--- src/rtl/settings_pkg.sv ---
// constants shared by the settings read responder
package settings_pkg;
  // command codes, little-endian on the link
  localparam logic [31:0] CMD_ENC_SETTINGS = 32'h736e6567;
  localparam logic [31:0] CMD_MOTOR_KIND   = 32'h746e6567;
  localparam logic [31:0] CMD_FEEDBACK     = 32'h73626667;
  // answer lengths in bytes
  localparam logic [5:0] LEN_ENC_SETTINGS = 6'h36;
  localparam logic [5:0] LEN_MOTOR_KIND   = 6'h0e;
  localparam logic [5:0] LEN_FEEDBACK     = 6'h12;
  localparam logic [5:0] CRC_BYTES        = 6'h02;
  localparam logic [1:0] REQ_LAST_BYTE    = 2'h3;
  // answer selector codes
  localparam logic [1:0] SEL_ENC  = 2'h0;
  localparam logic [1:0] SEL_MOT  = 2'h1;
  localparam logic [1:0] SEL_FBK  = 2'h2;
  // register byte addresses
  localparam logic [7:0] ADDR_MAX_FREQ    = 8'h00;
  localparam logic [7:0] ADDR_SUPPLY_MIN  = 8'h04;
  localparam logic [7:0] ADDR_SUPPLY_MAX  = 8'h08;
  localparam logic [7:0] ADDR_MAX_CURRENT = 8'h0c;
  localparam logic [7:0] ADDR_ENC_COUNTS  = 8'h10;
  localparam logic [7:0] ADDR_ENC_FLAGS   = 8'h14;
  localparam logic [7:0] ADDR_KINDS       = 8'h18;
  localparam logic [7:0] ADDR_FEEDBACK    = 8'h1c;
  localparam logic [7:0] ADDR_EXT_COUNTS  = 8'h20;
  localparam logic [7:0] ADDR_EFF_COUNTS  = 8'h24;
  localparam logic [7:0] ADDR_STATUS      = 8'h28;
  // encoder flag word bits
  localparam logic [31:0] ENC_DIFF_OUT_FLAG     = 32'h00000001;
  localparam logic [31:0] ENC_PUSH_PULL_FLAG    = 32'h00000004;
  localparam logic [31:0] ENC_INDEX_PRESENT     = 32'h00000010;
  localparam logic [31:0] ENC_REV_SENSOR_PRES   = 32'h00000040;
  localparam logic [31:0] ENC_REV_SENSOR_HIGH   = 32'h00000100;
  localparam logic [31:0] ENC_FLAG_MASK = ENC_DIFF_OUT_FLAG
    | ENC_PUSH_PULL_FLAG | ENC_INDEX_PRESENT | ENC_REV_SENSOR_PRES
    | ENC_REV_SENSOR_HIGH;
  // motor kind codes
  localparam logic [7:0] MOTOR_NONE      = 8'h00;
  localparam logic [7:0] MOTOR_DC        = 8'h01;
  localparam logic [7:0] MOTOR_DUAL_DC   = 8'h02;
  localparam logic [7:0] MOTOR_STEPPER   = 8'h03;
  localparam logic [7:0] MOTOR_TEST      = 8'h04;
  localparam logic [7:0] MOTOR_BRUSHLESS = 8'h05;
  // power stage kind codes
  localparam logic [7:0] POWER_STAGE_DISCRETE   = 8'h01;
  localparam logic [7:0] POWER_STAGE_INTEGRATED = 8'h02;
  localparam logic [7:0] POWER_STAGE_EXTERNAL   = 8'h03;
  // feedback kind codes and flag fields
  localparam logic [7:0] FEEDBACK_ENCODER   = 8'h01;
  localparam logic [7:0] FEEDBACK_BACK_EMF  = 8'h04;
  localparam logic [7:0] FEEDBACK_NONE      = 8'h05;
  localparam logic [7:0] COUNT_DIR_INVERT   = 8'h01;
  localparam logic [7:0] ENC_KIND_FIELD     = 8'hc0;
  localparam logic [7:0] ENC_KIND_AUTO      = 8'h00;
  localparam logic [7:0] ENC_KIND_SINGLE    = 8'h40;
  localparam logic [7:0] ENC_KIND_DIFF      = 8'h80;
  localparam int         ENC_KIND_LSB       = 6;
  localparam logic [15:0] LEGACY_UNUSED     = 16'h0000;
  // register reset values
  localparam logic [31:0] RST_WORD = 32'h00000000;
  localparam logic [31:0] RST_KINDS = {16'h0000, POWER_STAGE_DISCRETE,
                                       MOTOR_DC};
  localparam logic [31:0] RST_FEEDBACK = {8'h00, FEEDBACK_NONE,
                                          LEGACY_UNUSED};
  // checksum: reflected polynomial, preset
  localparam logic [15:0] CRC_POLY = 16'ha001;
  localparam logic [15:0] CRC_INIT = 16'hffff;
endpackage : settings_pkg

--- src/rtl/crc_if.sv ---
// checksum link between the frame engine and the checksum unit
`timescale 1ns/100ps
interface crc_if;
  logic        clr;
  logic        upd;
  logic [7:0]  din;
  logic [15:0] crc_q;
  logic [15:0] crc_nxt;
  modport engine (output clr, output upd, output din,
                  input crc_q, input crc_nxt);
  modport unit   (input clr, input upd, input din,
                  output crc_q, output crc_nxt);
endinterface : crc_if

--- src/rtl/answer_checksum.sv ---
// running 16-bit checksum over answer bytes
`timescale 1ns/100ps
module answer_checksum (
  input  wire logic sys_clk,
  input  wire logic rst_b,
  crc_if.unit       ck
);
  logic [15:0] crc_d;

  function automatic logic [15:0] crc_step(input logic [15:0] c,
                                           input logic [7:0]  b);
    logic [15:0] r;
    r = c ^ {8'h00, b};
    for (int i = 0; i < 8; i++)
    begin
      r = r[0] ? ((r >> 1) ^ settings_pkg::CRC_POLY) : (r >> 1);
    end
    return r;
  endfunction : crc_step

  always_comb
  begin
    ck.crc_nxt = crc_step(ck.crc_q, ck.din);
    crc_d = ck.crc_q;
    if (ck.clr)
    begin
      crc_d = settings_pkg::CRC_INIT;
    end
    else if (ck.upd)
    begin
      crc_d = ck.crc_nxt;
    end
  end

  always_ff @(posedge sys_clk or negedge rst_b)
  begin
    if (!rst_b)
    begin
      ck.crc_q <= settings_pkg::CRC_INIT;
    end
    else
    begin
      ck.crc_q <= crc_d;
    end
  end
endmodule : answer_checksum

--- src/rtl/settings_read_responder.sv ---
// settings read responder: request decode, answer frames, settings store
// Functional notes
// - encoder settings request answered with 54 bytes echoing command
// - encoder answer: command, four floats, counts, flags, 24 zero, sum
// - encoder flag bits 0x1, 0x4, 0x10, 0x40, 0x100 keep meanings
// - motor kind request answered with 14 bytes echoing command
// - motor kind byte codes 0x0 to 0x5 as defined
// - power stage byte codes 0x1 default, 0x2, 0x3
// - feedback request answered with 18 bytes echoing command
// - flag bit 0x1 inverts count; field 0xc0 picks encoder kind
// - extended count used only when legacy count is zero
`timescale 1ns/100ps
module settings_read_responder (
  input  wire logic        sys_clk,
  input  wire logic        rst_b,
  input  wire logic [7:0]  rx_data,
  input  wire logic        rx_valid,
  output logic             rx_ready,
  output logic [7:0]       tx_data_q,
  output logic             tx_valid_q,
  input  wire logic        tx_ready,
  input  wire logic [7:0]  reg_addr,
  input  wire logic [31:0] reg_wdata,
  input  wire logic        reg_wr,
  input  wire logic        reg_rd,
  output logic [31:0]      reg_rdata_q,
  output logic [31:0]      counts_per_rev_q,
  output logic             count_direction_invert,
  output logic [1:0]       encoder_kind_field
);
  typedef enum logic [1:0] {
    ST_RECV = 2'b01,
    ST_SEND = 2'b10
  } state_t;

  crc_if ck ();

  answer_checksum u_sum (
    .sys_clk (sys_clk),
    .rst_b   (rst_b),
    .ck      (ck)
  );

  // settings store
  logic [31:0] max_freq_q, max_freq_d;
  logic [31:0] supply_min_q, supply_min_d;
  logic [31:0] supply_max_q, supply_max_d;
  logic [31:0] max_current_q, max_current_d;
  logic [31:0] counts_per_revolution_q, counts_per_revolution_d;
  logic [31:0] encoder_flag_word_q, encoder_flag_word_d;
  logic [7:0]  motor_kind_byte_q, motor_kind_byte_d;
  logic [7:0]  power_stage_kind_byte_q, power_stage_kind_byte_d;
  logic [15:0] legacy_count_field_q, legacy_count_field_d;
  logic [7:0]  feedback_kind_byte_q, feedback_kind_byte_d;
  logic [7:0]  feedback_flag_byte_q, feedback_flag_byte_d;
  logic [31:0] extended_count_field_q, extended_count_field_d;
  logic [31:0] counts_per_rev_d;
  logic [31:0] reg_rdata_d;
  // frame engine
  state_t      state_q, state_d;
  logic [1:0]  rx_cnt_q, rx_cnt_d;
  logic [31:0] cmd_q, cmd_d;
  logic [1:0]  sel_q, sel_d;
  logic [5:0]  idx_q, idx_d;
  logic [7:0]  tx_data_d;
  logic        tx_valid_d;
  logic [7:0]  unknown_cnt_q, unknown_cnt_d;
  logic [7:0]  sent_cnt_q, sent_cnt_d;
  logic [31:0] cmd_full;
  logic [5:0]  len;
  logic [5:0]  idx_nx;
  logic        rx_take;
  logic        tx_take;

  function automatic logic [5:0] frame_len(input logic [1:0] sel);
    unique case (sel)
      settings_pkg::SEL_ENC: frame_len = settings_pkg::LEN_ENC_SETTINGS;
      settings_pkg::SEL_MOT: frame_len = settings_pkg::LEN_MOTOR_KIND;
      default:               frame_len = settings_pkg::LEN_FEEDBACK;
    endcase
  endfunction : frame_len

  // word of an answer; the checksum bytes are patched in by the engine
  function automatic logic [31:0] frame_word(input logic [1:0] sel,
                                             input logic [3:0] w);
    frame_word = settings_pkg::RST_WORD;
    if (w == 4'h0)
    begin
      frame_word = cmd_q;
    end
    else if (sel == settings_pkg::SEL_ENC)
    begin
      unique case (w)
        4'h1: frame_word = max_freq_q;
        4'h2: frame_word = supply_min_q;
        4'h3: frame_word = supply_max_q;
        4'h4: frame_word = max_current_q;
        4'h5: frame_word = counts_per_revolution_q;
        4'h6: frame_word = encoder_flag_word_q;
        default: frame_word = settings_pkg::RST_WORD;
      endcase
    end
    else if (sel == settings_pkg::SEL_MOT)
    begin
      if (w == 4'h1)
      begin
        frame_word = {16'h0000, power_stage_kind_byte_q,
                      motor_kind_byte_q};
      end
    end
    else
    begin
      unique case (w)
        4'h1: frame_word = {feedback_flag_byte_q, feedback_kind_byte_q,
                            legacy_count_field_q};
        4'h2: frame_word = extended_count_field_q;
        default: frame_word = settings_pkg::RST_WORD;
      endcase
    end
  endfunction : frame_word

  function automatic logic [7:0] frame_byte(input logic [1:0] sel,
                                            input logic [5:0] i);
    logic [31:0] w;
    w = frame_word(sel, i[5:2]);
    frame_byte = w[{i[1:0], 3'b000} +: 8];
  endfunction : frame_byte

  assign rx_ready = (state_q == ST_RECV);
  assign rx_take  = rx_valid && rx_ready;
  assign tx_take  = tx_valid_q && tx_ready;
  assign cmd_full = {rx_data, cmd_q[31:8]};
  assign len      = frame_len(sel_q);
  assign idx_nx   = idx_q + 6'h01;

  assign count_direction_invert =
    |(feedback_flag_byte_q & settings_pkg::COUNT_DIR_INVERT);
  assign encoder_kind_field =
    feedback_flag_byte_q[settings_pkg::ENC_KIND_LSB +: 2];

  // checksum runs over every byte ahead of it
  assign ck.clr = rx_take && (rx_cnt_q == settings_pkg::REQ_LAST_BYTE);
  assign ck.upd = tx_take && (idx_q < (len - settings_pkg::CRC_BYTES));
  assign ck.din = tx_data_q;

  always_comb
  begin
    state_d    = state_q;
    rx_cnt_d   = rx_cnt_q;
    cmd_d      = cmd_q;
    sel_d      = sel_q;
    idx_d      = idx_q;
    tx_data_d  = tx_data_q;
    tx_valid_d = tx_valid_q;
    unknown_cnt_d = unknown_cnt_q;
    sent_cnt_d    = sent_cnt_q;
    unique case (state_q)
      ST_RECV:
      begin
        if (rx_take)
        begin
          cmd_d    = cmd_full;
          rx_cnt_d = rx_cnt_q + 2'h1;
          if (rx_cnt_q == settings_pkg::REQ_LAST_BYTE)
          begin
            state_d    = ST_SEND;
            idx_d      = 6'h00;
            tx_data_d  = cmd_full[7:0];
            tx_valid_d = 1'b1;
            if (cmd_full == settings_pkg::CMD_ENC_SETTINGS)
            begin
              sel_d = settings_pkg::SEL_ENC;
            end
            else if (cmd_full == settings_pkg::CMD_MOTOR_KIND)
            begin
              sel_d = settings_pkg::SEL_MOT;
            end
            else if (cmd_full == settings_pkg::CMD_FEEDBACK)
            begin
              sel_d = settings_pkg::SEL_FBK;
            end
            else
            begin
              state_d       = ST_RECV;
              tx_valid_d    = 1'b0;
              unknown_cnt_d = unknown_cnt_q + 8'h01;
            end
          end
        end
      end
      ST_SEND:
      begin
        if (tx_take)
        begin
          if (idx_q == len - 6'h01)
          begin
            state_d    = ST_RECV;
            tx_valid_d = 1'b0;
            sent_cnt_d = sent_cnt_q + 8'h01;
          end
          else
          begin
            idx_d = idx_nx;
            if (idx_nx == len - settings_pkg::CRC_BYTES)
            begin
              tx_data_d = ck.crc_nxt[7:0];
            end
            else if (idx_nx == len - 6'h01)
            begin
              tx_data_d = ck.crc_q[15:8];
            end
            else
            begin
              tx_data_d = frame_byte(sel_q, idx_nx);
            end
          end
        end
      end
    endcase
  end

  always_comb
  begin
    max_freq_d              = max_freq_q;
    supply_min_d            = supply_min_q;
    supply_max_d            = supply_max_q;
    max_current_d           = max_current_q;
    counts_per_revolution_d = counts_per_revolution_q;
    encoder_flag_word_d     = encoder_flag_word_q;
    motor_kind_byte_d       = motor_kind_byte_q;
    power_stage_kind_byte_d = power_stage_kind_byte_q;
    legacy_count_field_d    = legacy_count_field_q;
    feedback_kind_byte_d    = feedback_kind_byte_q;
    feedback_flag_byte_d    = feedback_flag_byte_q;
    extended_count_field_d  = extended_count_field_q;
    reg_rdata_d             = settings_pkg::RST_WORD;
    if (reg_wr)
    begin
      unique case (reg_addr)
        settings_pkg::ADDR_MAX_FREQ:    max_freq_d = reg_wdata;
        settings_pkg::ADDR_SUPPLY_MIN:  supply_min_d = reg_wdata;
        settings_pkg::ADDR_SUPPLY_MAX:  supply_max_d = reg_wdata;
        settings_pkg::ADDR_MAX_CURRENT: max_current_d = reg_wdata;
        settings_pkg::ADDR_ENC_COUNTS:  counts_per_revolution_d = reg_wdata;
        settings_pkg::ADDR_ENC_FLAGS:
          encoder_flag_word_d = reg_wdata & settings_pkg::ENC_FLAG_MASK;
        settings_pkg::ADDR_KINDS:
        begin
          motor_kind_byte_d       = reg_wdata[7:0];
          power_stage_kind_byte_d = reg_wdata[15:8];
        end
        settings_pkg::ADDR_FEEDBACK:
        begin
          legacy_count_field_d = reg_wdata[15:0];
          feedback_kind_byte_d = reg_wdata[23:16];
          feedback_flag_byte_d = reg_wdata[31:24];
        end
        settings_pkg::ADDR_EXT_COUNTS: extended_count_field_d = reg_wdata;
        default: ;
      endcase
    end
    if (reg_rd)
    begin
      unique case (reg_addr)
        settings_pkg::ADDR_MAX_FREQ:    reg_rdata_d = max_freq_q;
        settings_pkg::ADDR_SUPPLY_MIN:  reg_rdata_d = supply_min_q;
        settings_pkg::ADDR_SUPPLY_MAX:  reg_rdata_d = supply_max_q;
        settings_pkg::ADDR_MAX_CURRENT: reg_rdata_d = max_current_q;
        settings_pkg::ADDR_ENC_COUNTS:  reg_rdata_d = counts_per_revolution_q;
        settings_pkg::ADDR_ENC_FLAGS:   reg_rdata_d = encoder_flag_word_q;
        settings_pkg::ADDR_KINDS:
          reg_rdata_d = {16'h0000, power_stage_kind_byte_q,
                         motor_kind_byte_q};
        settings_pkg::ADDR_FEEDBACK:
          reg_rdata_d = {feedback_flag_byte_q, feedback_kind_byte_q,
                         legacy_count_field_q};
        settings_pkg::ADDR_EXT_COUNTS:  reg_rdata_d = extended_count_field_q;
        settings_pkg::ADDR_EFF_COUNTS:  reg_rdata_d = counts_per_rev_q;
        settings_pkg::ADDR_STATUS:
          reg_rdata_d = {8'h00, sent_cnt_q, unknown_cnt_q, 7'h00,
                         (state_q == ST_SEND)};
        default: reg_rdata_d = settings_pkg::RST_WORD;
      endcase
    end
    // legacy count wins unless zero
    counts_per_rev_d = (legacy_count_field_q == settings_pkg::LEGACY_UNUSED)
                     ? extended_count_field_q
                     : {16'h0000, legacy_count_field_q};
  end

  always_ff @(posedge sys_clk or negedge rst_b)
  begin
    if (!rst_b)
    begin
      max_freq_q              <= settings_pkg::RST_WORD;
      supply_min_q            <= settings_pkg::RST_WORD;
      supply_max_q            <= settings_pkg::RST_WORD;
      max_current_q           <= settings_pkg::RST_WORD;
      counts_per_revolution_q <= settings_pkg::RST_WORD;
      encoder_flag_word_q     <= settings_pkg::RST_WORD;
      motor_kind_byte_q       <= settings_pkg::RST_KINDS[7:0];
      power_stage_kind_byte_q <= settings_pkg::RST_KINDS[15:8];
      legacy_count_field_q    <= settings_pkg::RST_FEEDBACK[15:0];
      feedback_kind_byte_q    <= settings_pkg::RST_FEEDBACK[23:16];
      feedback_flag_byte_q    <= settings_pkg::RST_FEEDBACK[31:24];
      extended_count_field_q  <= settings_pkg::RST_WORD;
      counts_per_rev_q        <= settings_pkg::RST_WORD;
      reg_rdata_q             <= settings_pkg::RST_WORD;
    end
    else
    begin
      max_freq_q              <= max_freq_d;
      supply_min_q            <= supply_min_d;
      supply_max_q            <= supply_max_d;
      max_current_q           <= max_current_d;
      counts_per_revolution_q <= counts_per_revolution_d;
      encoder_flag_word_q     <= encoder_flag_word_d;
      motor_kind_byte_q       <= motor_kind_byte_d;
      power_stage_kind_byte_q <= power_stage_kind_byte_d;
      legacy_count_field_q    <= legacy_count_field_d;
      feedback_kind_byte_q    <= feedback_kind_byte_d;
      feedback_flag_byte_q    <= feedback_flag_byte_d;
      extended_count_field_q  <= extended_count_field_d;
      counts_per_rev_q        <= counts_per_rev_d;
      reg_rdata_q             <= reg_rdata_d;
    end
  end

  always_ff @(posedge sys_clk or negedge rst_b)
  begin
    if (!rst_b)
    begin
      state_q       <= ST_RECV;
      rx_cnt_q      <= 2'h0;
      cmd_q         <= settings_pkg::RST_WORD;
      sel_q         <= settings_pkg::SEL_ENC;
      idx_q         <= 6'h00;
      tx_data_q     <= 8'h00;
      tx_valid_q    <= 1'b0;
      unknown_cnt_q <= 8'h00;
      sent_cnt_q    <= 8'h00;
    end
    else
    begin
      state_q       <= state_d;
      rx_cnt_q      <= rx_cnt_d;
      cmd_q         <= cmd_d;
      sel_q         <= sel_d;
      idx_q         <= idx_d;
      tx_data_q     <= tx_data_d;
      tx_valid_q    <= tx_valid_d;
      unknown_cnt_q <= unknown_cnt_d;
      sent_cnt_q    <= sent_cnt_d;
    end
  end
endmodule : settings_read_responder

--- config.mk ---
export PLATFORM = sky130hd
export DESIGN_NAME = settings_read_responder
export DESIGN_NICKNAME = d
export VERILOG_FILES = /design/src/rtl/settings_pkg.sv /design/src/rtl/crc_if.sv /design/src/rtl/answer_checksum.sv /design/src/rtl/settings_read_responder.sv
export SDC_FILE = /design/constraint.sdc
export NUM_CORES = 1
export LEC_CHECK = 0
export ABC_CLOCK_PERIOD_IN_PS = 8350
export BUFFER_PORTS_ARGS = -buffer_cell sky130_fd_sc_hd__clkbuf_2
export CAP_MARGIN = 20
export CORE_UTILIZATION = 50
export CTS_CLUSTER_SIZE = 16
export DETAILED_ROUTE_END_ITERATION = 6
export GPL_TIMING_DRIVEN = 1
export PLACE_DENSITY = 0.69
export SLEW_MARGIN = 5
export SYNTH_ARGS = -nofsm -noshare
export SYNTH_HDL_FRONTEND = slang
export SYNTH_SLANG_ARGS = --single-unit
--- constraint.sdc ---
create_clock -name sys_clk -period 8.35 [get_ports sys_clk]
set_input_delay 0.835 -clock sys_clk [delete_from_list [all_inputs] [get_ports sys_clk]]
set_output_delay 0.835 -clock sys_clk [all_outputs]
set_load 0.01 [all_outputs]
==> reports/results.txt, run 1 <==
Worst IR Drop VDD = 0.160 mV
Non-Filler Instances = 2293
Post-synthesis simple-gate area fraction = 7.54%
Port bufs = 130
Initial DRC Count = 2219
WP data arrival = 4.90 ns
Total Wirelength = 67.5 mm
Post-Place Worst Slack = 4.08 ns
Main combinational cell family by area after synthesis = compound AO/OA/AOI/OAI gates
Worst EP required = 8.84 ns
Root Driver = clkbuf_16
Register area share after synthesis = 50.7%
Vias per Instance = 7.02
CTS tree = built
Total gr overflow = 0
Die height = 199 um
Nets = 1814
DR vias = 16087
Critical Path Start Type = flip-flop
Detailed Place HPWL = 43.1 mm
Largest net degree at the start of global routing = 124
Status = complete, but fails checks
GR Util All Layers = 34.6%
Slew @ Worst Pin = 1.22 ns
Post-synthesis compound-gate area fraction = 19.2%
Post-DRT Antenna Nets = 0
Placed cell count = 2214
CTS H-tree depth = 2
PD cells = 211 nW/um^2
Failing checks = DRC
Design area = 22000 sq um
Fin worst setup slack = 3.94 ns
IO Pins = 131
RD Place Congestion = 0.932
Commonest register cell after synthesis = dfrtp_1
RSZ-0062 raised after global routing = false
Multiplexer area fraction after synthesis = 16.7%
Final hold slack = 0.324 ns
TritonCTS Buffers = 43
Synth Area per Inst = 11.8 sq um
Clock Skew = 0.0180 ns
Synth warn = 0
Multi-input gate area = 9090 sq um
Reg2reg end = tx_data_q[7]
EDFF count, synth = 0
Max frequency = 0.227 GHz
WS Path Type = flip-flop to flip-flop
Area share of fa/ha/maj cells after synthesis = 0.772%
Syn Nets = 1719
Final setup fails = 0
Share of cells above drive strength 1 = 33.0%
Static leakage = 0.00987 uW
Crit path max fanout = 28
Worst reg2reg startpoint = idx_q[0]
MaxCap Viol Count = 0
Rel. slew slack = 18.6%
Xor-xnor portion of the synthesized cell area = 1.97%
Slew Viols, Final = 0
Post-placement cell area = 20700 sq um
Reg area = 9860 sq um
DR pass1 iterations = 7
Starting Density = 51.3%
Clk sinks = 393
PostCTS Resize Cnt = 0
Final min period = 4.41 ns
CTS Buffer Depth = 3
Syn Inst Count = 1653
Reg clk slew, reported paths = 0.07 ns
Die area = 39700 sq um
Distinct cells, synth = 86
Commonest non-fill, non-tap cell in the layout = dfrtp_1
DRC = 5
R2r setup slk = 3.94 ns
Routed length per instance = 29.4 um
Worst R2R Path Depth = 12
CP Capture Type = flip-flop
HP Class = primary input to asynchronous set/reset pin
# hold bufs at CTS = 0
Flop and latch count out of synthesis = 393
Core area = 37900 sq um
# fillers = 3217
Initial antenna violation count = 2
Number of core rows = 71
Vias in the first global route = 15807
Setup TNS after final layout = 0 ns
Fin. Hold Viols = 0
Global-route wire length before repair = 101 mm
FFs w/ async S/R, synth = 100%
Area Overhead vs Synth = 13.2%
DIE WIDTH = 199 um
Skew-Pair Late Insertion Delay = 0.58 ns
Post-CTS setup buffers = 0
Netlist Area Pre-Place = 19500 sq um
Most frequent cells in the layout = dfrtp_1, mux2_2, clkbuf_2
Final period util = 52.8%
final cells by class:
class | instances | area share, %
Antenna cell | 1 | 0.0114
Clock buffer | 65 | 5.85
Clock inverter | 13 | 0.335
Inverter | 15 | 0.256
Multi-Input combinational cell | 1122 | 41.3
Sequential cell | 393 | 44.8
Tap cell | 511 | 2.90
Timing Repair Buffer | 173 | 4.59
metal layers:
| metal | track usage, % | up-vias | routed length [um] |
|---|---|---|---|
| met2 | 51.0 | 1083 | 30000 |
| met1 | 48.0 | 8167 | 27100 |
| met3 | 7.98 | 227 | 7340 |
| met4 | 16.8 | 2 | 3070 |
| met5 | 0 | - | 10 |
| li1 | - | 6608 | - |
report_power, final:
group	internal, uW	total, uW	switching, uW	leakage, uW
Clock	1060	1850	787	0.000678
Sequential	2040	2210	178	0.00526
Combinational	253	583	330	0.00394
Total	3350	4650	1290	0.00987
stage by stage:
step	utilization, %	power (uW)
3_5_place_dp	54.4	2810
5_1_grt	58.0	4800
4_1_cts	58.0	4660
3_3_place_gp	54.3	2790
2_1_floorplan	-	2530
6_report	58.0	4650
sequential cells by signal (all words and copies together) (netlist names), 16 cells and up:
register and flops:
cmd_q 32, reg_rdata_q 32, max_freq_q 32, counts_per_rev_q 32, u_sum.ck.crc_q 16, supply_max_q 32, legacy_count_field_q 16, max_current_q 32
supply_min_q 32, extended_count_field_q 32, counts_per_revolution_q 32
worst max path at each step:
stage,endpoint,depth (start not counted),from
2_1_floorplan,tx_data_q[3],13,idx_q[0]
3_3_place_gp,tx_data_q[6],8,idx_q[2]
3_5_place_dp,tx_data_q[7],9,idx_q[2]
4_1_cts,tx_data_q[7],9,idx_q[2]
5_1_grt,tx_data_q[7],9,idx_q[2]
6_report,tx_data_q[7],12,idx_q[0]
critical path, cell delays in order (launching register included):
cell and delay, ns:
dfrtp_1 0.36, buf_4 0.23, ha_1 0.25, buf_4 0.22, or2b_4 0.32, o32ai_2 0.41
and2_1 1.01, buf_4 0.41, a22oi_1 0.13, o21ai_0 0.29, nand2_1 0.08, a2111o_1 0.41
o22ai_1 0.18
cell usage after synthesis, types with 10 or more instances:
cell,instances,area [sq um]
nor3_1,26,130
inv_1,15,56.3
and3_1,13,81.3
a22oi_1,97,728
a222oi_1,42,420
nand4_1,11,68.8
a21o_1,19,143
o22ai_1,11,68.8
nand3_1,15,75.1
o21ai_0,48,240
a22o_1,42,368
nor2_1,57,214
dfrtp_1,372,9310
and2_1,24,150
dfstp_2,21,552
clkbuf_1,64,240
xnor2_1,34,298
a21oi_1,46,230
buf_1,28,105
a211oi_1,10,75.1
ha_1,12,150
a31oi_1,35,219
a221oi_1,56,490
nand2_1,89,334
buf_2,17,85.1
mux2_2,281,3160
kinds of logic (layout without fill, tap and decap cells):
| family | count (synthesis) | count (layout) |
|---|---|---|
| compound gates | 486 | 486 |
| xor+xnor | 43 | 43 |
| fa+ha+maj | 12 | 12 |
| buf+inv | 138 | 266 |
| flops | 393 | 393 |
| mux | 289 | 289 |
| other cells | 0 | 1 |
| simple gates | 292 | 292 |
No activity file was read; power rests on OpenSTA's default activity.
==> run 2: changes to the inputs <==
ABC_CLOCK_PERIOD_IN_PS = 4200   (was 8350)
clock period = 4.2 ns   (was 8.35 ns; I/O delays follow)
==> reports/results.txt, run 2 (same netlist as run 1, synthesis figures left out) <==
HP Class = primary input to flip-flop
Worst EP required = 4.68 ns (-4.16 ns)
DR pass1 iterations = 7 (unchanged)
Port bufs = 130 (unchanged)
# fillers = 3186 (-0.96%)
Critical-path cell list = ha_1 > buf_4 > nand2b_1 > o21a_1 > o2bb2ai_2 > buf_4 > a222oi_1 > a21oi_1 > o221ai_1 > a32o_1 > a32oi_1
Total Wirelength = 68.0 mm (+0.85%)
Clk sinks = 393 (unchanged)
CTS tree = built
Non-Filler Instances = 2311 (+0.78%)
Post-DRT Antenna Nets = 0 (unchanged)
Worst path buffer plus inverter count = 2 (-1)
Largest net degree at the start of global routing = 113 (-8.9%)
DR vias = 16108 (+0.13%)
Core area = 37900 sq um (unchanged)
Final min period = 4.01 ns (-0.398 ns)
# diodes = 0 (-1)
Reg clk slew, reported paths = 0.06 ns (about the same)
Starting Density = 51.3% (unchanged)
Status = finished, final reports clean
Crit path max fanout = 17 (-39%)
PD cells = 419 nW/um^2 (+99%)
GR Util All Layers = 34.8% (+0.19 points)
DRC = 0 (-5)
Commonest non-fill, non-tap cell in the layout = dfrtp_1
CP Depth = 11 (-1)
Setup TNS after final layout = 0 ns (unchanged)
Final setup fails = 0 (unchanged)
Most frequent cells in the layout = dfrtp_1, mux2_2, clkbuf_2
Max frequency = 0.249 GHz (+9.9%)
WS Path Type = flip-flop to flip-flop
Initial antenna violation count = 0 (-2)
Die height = 199 um (unchanged)
IO Pins = 131 (unchanged)
Global-route wire length before repair = 102 mm (+0.38%)
Detailed Place HPWL = 45.4 mm (+5.2%)
Worst IR Drop VDD = 0.306 mV (+91%)
Post-CTS setup buffers = 0 (unchanged)
Crit path max-delay family = compound AO/OA/AOI/OAI gates
Routed length per instance = 29.4 um (about the same)
Total gr overflow = 0 (unchanged)
Static leakage = 0.0100 uW (+1.3%)
Final period util = 95.5% (+43 points)
Critical Path Start Type = flip-flop
Initial DRC Count = 1985 (-11%)
Area Overhead vs Synth = 14.3%
Placed cell count = 2231 (+0.77%)
TritonCTS Buffers = 43 (unchanged)
WP data arrival = 4.50 ns (-0.40 ns)
Nets = 1833 (+1.0%)
Skew-Pair Late Insertion Delay = 0.59 ns (about the same)
Fin. Hold Viols = 0 (unchanged)
Slew @ Worst Pin = 1.08 ns (-0.139 ns)
Root Driver = clkbuf_16
CP Capture Type = flip-flop
Vias in the first global route = 15675 (-0.84%)
MaxCap Viol Count = 0 (unchanged)
Number of core rows = 71 (unchanged)
Most frequent CP cell = buf_4
Crit path largest cell delay = 0.80 ns (-0.21 ns)
Worst R2R Path Depth = 11 (-1)
Vias per Instance = 6.97 (-0.65%)
RD Place Congestion = 0.965 (+3.6%)
Die area = 39700 sq um (unchanged)
Critical path's slowest cell = o2bb2ai_2
Worst Hold Path Cells = 2
RSZ-0062 raised after global routing = false
Design area = 22200 sq um (+1.0%)
Clock Skew = 0.0292 ns (+0.0112 ns)
Post-placement cell area = 20800 sq um (+0.80%)
CTS H-tree depth = 2 (unchanged)
DIE WIDTH = 199 um (unchanged)
CTS Buffer Depth = 3 (unchanged)
Share of cells above drive strength 1 = 33.8% (+0.82 points)
PostCTS Resize Cnt = 0 (unchanged)
Slew Viols, Final = 0 (unchanged)
Rel. slew slack = 27.8% (+9.3 points)
[run 2: changes by cell type in the layout (fill, tap and decap cells not counted), moves of 2 or more]
cell and delta:
buf_4 +15, clkinv_2 +2, buf_12 +3, clkbuf_1 -3
clkinvlp_4 +2, bufinv_16 +2, clkbuf_8 -7
[run 2: metal layers]
layer | routed length (um) | vias to the layer above | track usage (%)
met5 | 0 | - | 0
met1 | 28400 | 8230 | 49.8
met4 | 2590 | 0 | 14.8
met3 | 7300 | 170 | 7.43
li1 | - | 6643 | -
met2 | 29800 | 1065 | 50.9
[run 2: area by class of cell]
type | instances | area [sq um] | area share [%]
clock inverters | 23 | 213 | 0.956
flip-flops and latches | 393 | 9860 | 44.3
multi-input cells | 1122 | 9090 | 40.9
well taps | 511 | 639 | 2.87
repair buffers | 192 | 1210 | 5.42
inverters | 15 | 56.3 | 0.253
clock buffers | 55 | 1180 | 5.31
[run 2: path summary, 6_finish.rpt]
path	from	endpoint	slack (ns)
setup / recovery	idx_q[1]	tx_data_q[6]	0.19
hold / removal	rx_data[5]	cmd_q[29]	0.10
setup reg to reg	idx_q[1]	tx_data_q[6]	0.19
hold reg to reg	sent_cnt_q[7]	sent_cnt_q[7]	0.48
max in group asynchronous	rst_b	power_stage_kind_byte_q[4]	2.64
min in group asynchronous	rst_b	reg_rdata_q[4]	0.46
[run 2: timing repair]
action,in CTS,in global routing
endpoints found under the setup margin,0,0
hold buffers,1,0
endpoints found under the hold margin,98,0
[run 2: per-stage QoR]
step                      hold WS [ns]  power (uW)  utilization [%]  setup slack, ns
after CTS                       0.0828        9350             58.6            0.375
after global placement           0.462        5580             54.7            0.470
after global routing             0.102        9640             58.6           0.0256
after floorplan                  0.124        5040                -             1.02
final                            0.101        9330             58.6            0.187
after detailed placement         0.467        5610             54.9            0.409
[run 2: power by group]
| group | switching, uW | total (uW) | internal (uW) | leakage (uW) |
|---|---|---|---|---|
| logic | 649 | 1160 | 513 | 0.00406 |
| clock network | 1610 | 3740 | 2130 | 0.000686 |
| registers | 372 | 4420 | 4050 | 0.00526 |
| total | 2630 | 9330 | 6690 | 0.0100 |
